File: src/logic/halt_ctrl_pkg.sv
// shared constants and types for the differential output halt controller
// assumes one reference clock domain; output pairs are made from it
package halt_ctrl_pkg;

  // output clock half period in reference clock cycles (plain default)
  localparam int unsigned HALF_PERIOD_DEF = 2;
  // width of the half period counter
  localparam int unsigned HALF_CNT_W = 8;
  // number of output pairs in the device
  localparam int unsigned NUM_PAIRS_DEF = 4;
  // stable samples needed on complement rising edges before a level is taken
  localparam int unsigned DEBOUNCE_EDGES = 2;
  // output periods waited after an accepted release before resuming
  localparam logic [2:0] RESTART_PERIODS = 3'h2;
  // reset value of the accepted halt level (not halted)
  localparam logic HALT_ACC_RST = 1'b1;
  // parking drive modes
  localparam logic PARK_DRIVEN = 1'b0;
  localparam logic PARK_UNDRIVEN = 1'b1;

  // one output pair: values and enables of true and complement pins
  typedef struct packed {
    logic true_o;   // true pin value
    logic true_oe;  // true pin driven
    logic comp_o;   // complement pin value
    logic comp_oe;  // complement pin driven
  } clk_pair_pins_t;

  // global halt sequencing
  typedef enum logic [1:0] {
    ST_RUN,
    ST_STOPPING,
    ST_PARKED,
    ST_RESTART
  } halt_state_t;

endpackage : halt_ctrl_pkg

File: src/logic/diff_output_stop_control.sv
// differential output halt controller: stops, parks and restarts output pairs
// assumes output_halt_n and the pair settings are synchronous to clk_sys,
// and that clk_sys is the reference clock and keeps running while halting
`timescale 1ns/1ps
`default_nettype none

module diff_output_stop_control
  import halt_ctrl_pkg::*;
#(
  parameter int unsigned NUM_PAIRS = NUM_PAIRS_DEF,     // output pairs
  parameter logic [HALF_CNT_W-1:0] HALF_PERIOD = HALF_CNT_W'(HALF_PERIOD_DEF) // half period
)
(
  input wire logic clk_sys,                           // reference clock
  input wire logic arst_n,                            // async reset, active low
  input wire logic output_halt_n,                     // halt request, active low
  input wire logic park_mode,                         // 0 driven park, 1 undriven
  input wire logic [NUM_PAIRS-1:0] pair_stoppable,    // 1 stoppable, 0 free-run
  output clk_pair_pins_t [NUM_PAIRS-1:0] pair_pins,   // output pair pins
  output logic halted                                 // accepted halt level
);

  logic [HALF_CNT_W-1:0] half_cnt_reg; // cycles into current half period
  logic phase_reg;                     // internal clock phase, 1 = true high
  logic half_end;                      // last cycle of a half period
  logic rise_evt;                      // true output about to rise
  logic comp_rise;                     // complement output about to rise
  logic phase_next;                    // phase after this edge
  logic [DEBOUNCE_EDGES-1:0] samp_reg; // halt samples on complement edges
  logic halt_acc_reg;                  // debounced halt level, active low
  halt_state_t state_reg;              // sequencing state
  logic [2:0] restart_cnt_reg;         // output periods left before resume
  logic restart_done;                  // waited long enough to resume

  assign half_end = (half_cnt_reg == HALF_PERIOD - HALF_CNT_W'(1));
  assign rise_evt = half_end && !phase_reg;
  assign comp_rise = half_end && phase_reg;
  assign phase_next = half_end ? ~phase_reg : phase_reg;
  assign restart_done = (restart_cnt_reg == 3'h0);

  // free-running output clock generator; needs a live reference clock
  always_ff @(posedge clk_sys or negedge arst_n)
  begin
    if (!arst_n)
    begin
      half_cnt_reg <= '0;
      phase_reg <= 1'b0;
    end
    else
    begin
      half_cnt_reg <= half_end ? '0 : half_cnt_reg + HALF_CNT_W'(1);
      phase_reg <= phase_next;
    end
  end

  // debounce: sample on each complement rising edge, take a level only
  // when all recent samples agree, so a short glitch never starts a stop
  always_ff @(posedge clk_sys or negedge arst_n)
  begin
    if (!arst_n)
    begin
      samp_reg <= {DEBOUNCE_EDGES{HALT_ACC_RST}};
      halt_acc_reg <= HALT_ACC_RST;
    end
    else if (comp_rise)
    begin
      samp_reg <= {samp_reg[DEBOUNCE_EDGES-2:0], output_halt_n};
      // new sample plus the previous ones must all match
      if (&{samp_reg[DEBOUNCE_EDGES-2:0], output_halt_n})
      begin
        halt_acc_reg <= 1'b1;
      end
      else if (~|{samp_reg[DEBOUNCE_EDGES-2:0], output_halt_n})
      begin
        halt_acc_reg <= 1'b0;
      end
    end
  end

  // fast drive-up in undriven park: the pin register reads output_halt_n
  // directly, so a parked true pin is driven high one clock (8 ns) after
  // the release; any extra register stage would push it past the limit
  // hazard: the pin follows the raw input, so a short high pulse shows as
  // a brief driven-high level on a parked true pin; only the debounced
  // level decides whether the pairs actually restart
  // this is the one place where the raw input reaches an output

  // halt sequencing shared by all stoppable pairs
  always_ff @(posedge clk_sys or negedge arst_n)
  begin
    if (!arst_n)
    begin
      state_reg <= ST_RUN;
    end
    else
    begin
      unique case (state_reg)
        // running: wait for an accepted halt
        ST_RUN:
        begin
          if (!halt_acc_reg)
          begin
            state_reg <= ST_STOPPING;
          end
        end
        // finish the running cycle up to the true rising transition
        ST_STOPPING:
        begin
          if (rise_evt)
          begin
            state_reg <= ST_PARKED;
          end
        end
        // parked until the release is accepted
        ST_PARKED:
        begin
          if (halt_acc_reg)
          begin
            state_reg <= ST_RESTART;
          end
        end
        // wait, then resume on a true rising point so the high phase is whole
        ST_RESTART:
        begin
          if (!halt_acc_reg)
          begin
            state_reg <= ST_PARKED;
          end
          else if (restart_done && rise_evt)
          begin
            state_reg <= ST_RUN;
          end
        end
      endcase
    end
  end

  // restart delay in whole output periods, counted on complement edges
  always_ff @(posedge clk_sys or negedge arst_n)
  begin
    if (!arst_n)
    begin
      restart_cnt_reg <= RESTART_PERIODS;
    end
    else if (state_reg == ST_PARKED)
    begin
      restart_cnt_reg <= RESTART_PERIODS;
    end
    else if (state_reg == ST_RESTART && comp_rise && !restart_done)
    begin
      restart_cnt_reg <= restart_cnt_reg - 3'h1;
    end
  end

  // accepted halt level shown to the outside
  always_ff @(posedge clk_sys or negedge arst_n)
  begin
    if (!arst_n)
    begin
      halted <= 1'b0;
    end
    else
    begin
      halted <= !halt_acc_reg;
    end
  end

  // per pair output stage; all pairs share one state so they resume together
  for (genvar i = 0; i < NUM_PAIRS; i++)
  begin : g_pair
    logic parked; // this pair is held in its park state
    assign parked = pair_stoppable[i] &&
                    (state_reg == ST_PARKED || state_reg == ST_RESTART);

    always_ff @(posedge clk_sys or negedge arst_n)
    begin
      if (!arst_n)
      begin
        pair_pins[i] <= '0;
      end
      else if (!parked)
      begin
        // normal toggling; free-running pairs always land here
        pair_pins[i].true_o <= phase_next;
        pair_pins[i].true_oe <= 1'b1;
        pair_pins[i].comp_o <= ~phase_next;
        pair_pins[i].comp_oe <= 1'b1;
      end
      else if (park_mode == PARK_DRIVEN)
      begin
        // true held high at full drive, termination pulls complement low
        pair_pins[i].true_o <= 1'b1;
        pair_pins[i].true_oe <= 1'b1;
        pair_pins[i].comp_o <= 1'b0;
        pair_pins[i].comp_oe <= 1'b0;
      end
      else
      begin
        // undriven park; true is driven high again as soon as the raw
        // input releases, before the debounced restart completes
        pair_pins[i].true_o <= output_halt_n;
        pair_pins[i].true_oe <= output_halt_n;
        pair_pins[i].comp_o <= 1'b0;
        pair_pins[i].comp_oe <= 1'b0;
      end
    end
  end

endmodule : diff_output_stop_control

`default_nettype wire

File: config.mk
export PLATFORM = sky130hd
export DESIGN_NAME = diff_output_stop_control
export DESIGN_NICKNAME = d
export VERILOG_FILES = /design/src/logic/halt_ctrl_pkg.sv /design/src/logic/diff_output_stop_control.sv
export SDC_FILE = /design/constraint.sdc
export NUM_CORES = 1
export LEC_CHECK = 0
export ABC_AREA = 1
export BUFFER_PORTS_ARGS = -buffer_cell sky130_fd_sc_hd__clkbuf_2
export CORE_MARGIN = 10
export CORE_UTILIZATION = 45
export DETAILED_ROUTE_END_ITERATION = 6
export PLACE_DENSITY = 0.76
export SYNTH_ARGS = -nofsm -noshare
export SYNTH_HDL_FRONTEND = slang
export SYNTH_SLANG_ARGS = --single-unit
File: constraint.sdc
create_clock -name clk_sys -period 1.57 [get_ports clk_sys]
set_input_delay 0 -clock clk_sys [delete_from_list [all_inputs] [get_ports clk_sys]]
set_output_delay 0 -clock clk_sys [all_outputs]
set_load 0.02 [all_outputs]
==> results.py <==
metrics = {
    "clock_tree": {
        "clock_tree_root_buffer_cell": "clkbuf_4",
        "clk_latency_ps": 330,
        "clk_pin_slew_ps": 110,
        "cts-root-to-sink-buffers": 2,
        "cts.htree.levels": 2,
        "clock_sinks": 33,
        "tritoncts": "built",
        "cts_buffers": 5,
    },
    "pwr": {
        "power-per-cell-area_mw_per_mm2": 1320,
        "static-leakage-power_nw": 0.953,
        "ir_worst_vdd_mv": 0.770,
    },
    "placed_design": {
        "post-place-ws_ps": -34.7,
        "place_area_mm2": 0.00163,
        "port-buffer-count": 24,
        "post-dp-hpwl_um": 2140,
        "gpl.final_weighted_congestion": 0.739,
    },
    "finish": {
        "area_delta_synth_final_pct": 30.1,
        "flip_flop_count_of_the_largest_register_all_copies_and_words_added": 16,
        "ant_diodes": 0,
        "fin_area_mm2": 0.00185,
        "layout.nets": 204,
        "layout-drive-gt1-share_pct": 35.3,
        "final_layout_fill_cell_count": 245,
    },
    "timing": {
        "timing.clock.skew_ps": 5.26,
        "slew_violations": 0,
        "timing.hold.ws_ps": 274,
        "hold_violation_total_from_the_final_report": 0,
        "fmax_ghz": 0.665,
        "finalSetupViolCount": 0,
        "worst_slack_ps": 65.3,
        "final_period_demand_of_the_worst_path_ps": 1500,
        "worst_relative_slew_slack_pct": 46.6,
        "worst-slew-pin-transition_ps": 801,
        "layout_worst_path_cycle_share_pct": 95.8,
        "timing.setup.tns_ps": 0,
    },
    "global_routing": {
        "overall_overflow_remaining_after_global_route": 0,
        "antenna_found_initial": 0,
        "maximum_number_of_pins_on_one_net_before_global_route_repair": 34,
        "global_route.usage.total_pct": 11.0,
        "via_count_of_the_first_global_routing_pass": 1130,
        "grt_first_pass_wirelength_um": 5220,
    },
    "synth": {
        "ys_top_cells_by_count": "dfrtp_1, nand2_1, inv_1",
        "synth_warnings": 0,
        "synth_flop_cell": "dfrtp_1",
        "share_of_synthesized_flip_flops_with_an_asynchronous_set_or_reset_pct": 100,
        "yosys.area.top_type": "dfrtp_1",
        "post-synth-top-count-cell": "dfrtp_1",
        "synth_area_mm2": 0.00142,
        "synth_nets": 159,
        "synth_sequential_area_ratio_pct": 58.3,
        "post-synth-top-area-fraction_pct": 52.8,
        "netlist_instances": 144,
        "yosys.cell_types.count": 22,
        "syn-mean-instance-area_um2": 9.88,
        "synth.area.top_cells": "dfrtp_1, nand2_1, ha_1",
        "synth.ff_latch_count": 33,
        "synth_edf_count": 0,
    },
    "drt": {
        "drt-wirelength-per-cell_um": 13.2,
        "routed_via_count_divided_by_cell_count": 4.67,
        "num_vias": 1092,
        "detailedRoute.firstPassIterationCount": 4,
        "wl_um": 3100,
        "drtAntennaViolNets": 0,
        "drt-initial-drc-count": 80,
        "drc_violations_left": 0,
    },
    "job": {
        "cap_violations": 0,
    },
    "floorplan": {
        "core.rowCount": 20,
        "placeableCoreArea_mm2": 0.00303,
        "die_height_um": 76.2,
        "start_util_pct": 47.0,
        "io-pin-count": 25,
        "die-area_mm2": 0.00581,
        "die-width_um": 76.2,
    },
    "worst_setup_path": {
        "cpLargestDelayFamily": "simple AND/OR/NAND/NOR gates",
        "worst-endpoint-arrival_ps": 1780,
        "critical_path_buffers_and_inverters": 1,
        "worstSetupStartpointType": "flop",
        "worstPathCellList": "inv_1 -> ha_1 -> nand2_1 -> nor2_4 -> ha_4 -> nand3_2 -> nand2_1 -> nand2_1 -> nor2_1 -> nand2_1 -> nand2_1",
        "worst_path_max_delay_cell": "dfrtp_1",
        "criticalPathCategory": "flop to flop",
        "crit_path_frequent_cell": "nand2_1",
        "cpPeakStageDelay_ps": 400,
        "end_kind": "flop",
        "cp_data_required_time_ps": 1850,
        "critical_path_fanouts_max": 3,
    },
    "status": {
        "run_status": "completed",
    },
    "worst_hold_path": {
        "hp-class": "input port to asynchronous set/reset pin",
    },
}
## routing by layer
metal	track usage [%]	wire, µm	vias up	share of wire [%]
li1	-	-	536	-
met1	11.5	1230	520	40
met2	18.3	1570	32	51
met3	6.13	271	4	8.8
met4	3.90	30	0	0.97
met5	0	0	-	0
## final cells by class
type / instances / area [µm²] / area share [%]
Tap cell: 44 / 55.1 / 2.97
Inverter: 22 / 85.1 / 4.60
Clock buffer: 6 / 51.3 / 2.77
Multi-Input combinational cell: 88 / 542 / 29.3
Clock inverter: 2 / 37.5 / 2.03
Sequential cell: 33 / 830 / 44.8
Timing Repair Buffer: 39 / 250 / 13.5
## path summary, 6_finish.rpt
kind | from | to | slack, ps | depth (start not counted)
worst max-delay path | half_cnt_reg[1] | state_reg[0] | 70 | 11
worst min-delay path | arst_n | state_reg[0] | 270 | 2
worst max register to register | half_cnt_reg[1] | state_reg[0] | 70 | 11
worst min register to register | samp_reg[0] | samp_reg[0] | 470 | 2
max in group asynchronous | arst_n | pair_pins[14] | 790 | 2
min in group clk_sys | pair_stoppable[0] | pair_pins[0] | 390 | 3
## worst register-to-register path, cell delays in order, from the launching register on
cell,delay (ps)
dfrtp_1,400
inv_1,70
ha_1,140
nand2_1,90
nor2_4,180
ha_4,170
nand3_2,90
nand2_1,80
nand2_1,50
nor2_1,90
nand2_1,50
nand2_1,50
## cells by family after synthesis
logic type	after synthesis	synth area share, %
buffers and inverters	23	6.60
AO/OA/AOI/OAI	10	3.78
flip-flops	33	58.3
AND/OR/NAND/NOR	67	22.7
XOR/XNOR	4	2.46
adder cells (fa/ha/maj)	7	6.16
## timing repair
action                     CTS  global route
hold buffers                 7             0
buffers inserted             0             2
setup endpoints to repair    7             9
resized for setup            3             9
hold endpoints to repair    44             0
pin swaps                    0             3
## where the power goes
| group | internal, W | switching (W) | leakage (nW) | total, W |
|---|---|---|---|---|
| clock | 0.000378 | 0.000293 | 0.0445 | 0.000672 |
| sequential | 0.00100 | 0.000133 | 0.391 | 0.00114 |
| combinational | 0.000213 | 0.000431 | 0.518 | 0.000644 |
| total | 0.00159 | 0.000858 | 0.953 | 0.00245 |
## cell usage in the layout (no fill, tap or decap), drive strengths merged
| master | netlist | layout |
|---|---|---|
| a21oi | 4 | 4 |
| a31oi | 1 | 1 |
| buf | 1 | 8 |
| bufinv | 0 | 1 |
| clkbuf | 0 | 30 |
| clkinvlp | 0 | 1 |
| dfrtp | 30 | 30 |
| dfstp | 3 | 3 |
| dlygate4sd3 | 0 | 7 |
| ha | 7 | 7 |
| inv | 22 | 22 |
| nand2 | 33 | 33 |
| nand3 | 8 | 8 |
| nand4 | 3 | 3 |
| nor2 | 22 | 22 |
| nor3 | 1 | 1 |
| o211ai | 1 | 1 |
| o21ai | 4 | 4 |
| xnor2 | 1 | 1 |
| xor2 | 3 | 3 |
## metrics by stage
step	power, W	instances	util (%)
6_report	0.00245	234	61.1
3_3_place_gp	0.00174	217	53.9
2_1_floorplan	0.00158	144	-
3_5_place_dp	0.00178	217	53.9
4_1_cts	0.00246	232	59.3
5_1_grt	0.00262	234	61.1
No activity file was read; power rests on OpenSTA's default activity.
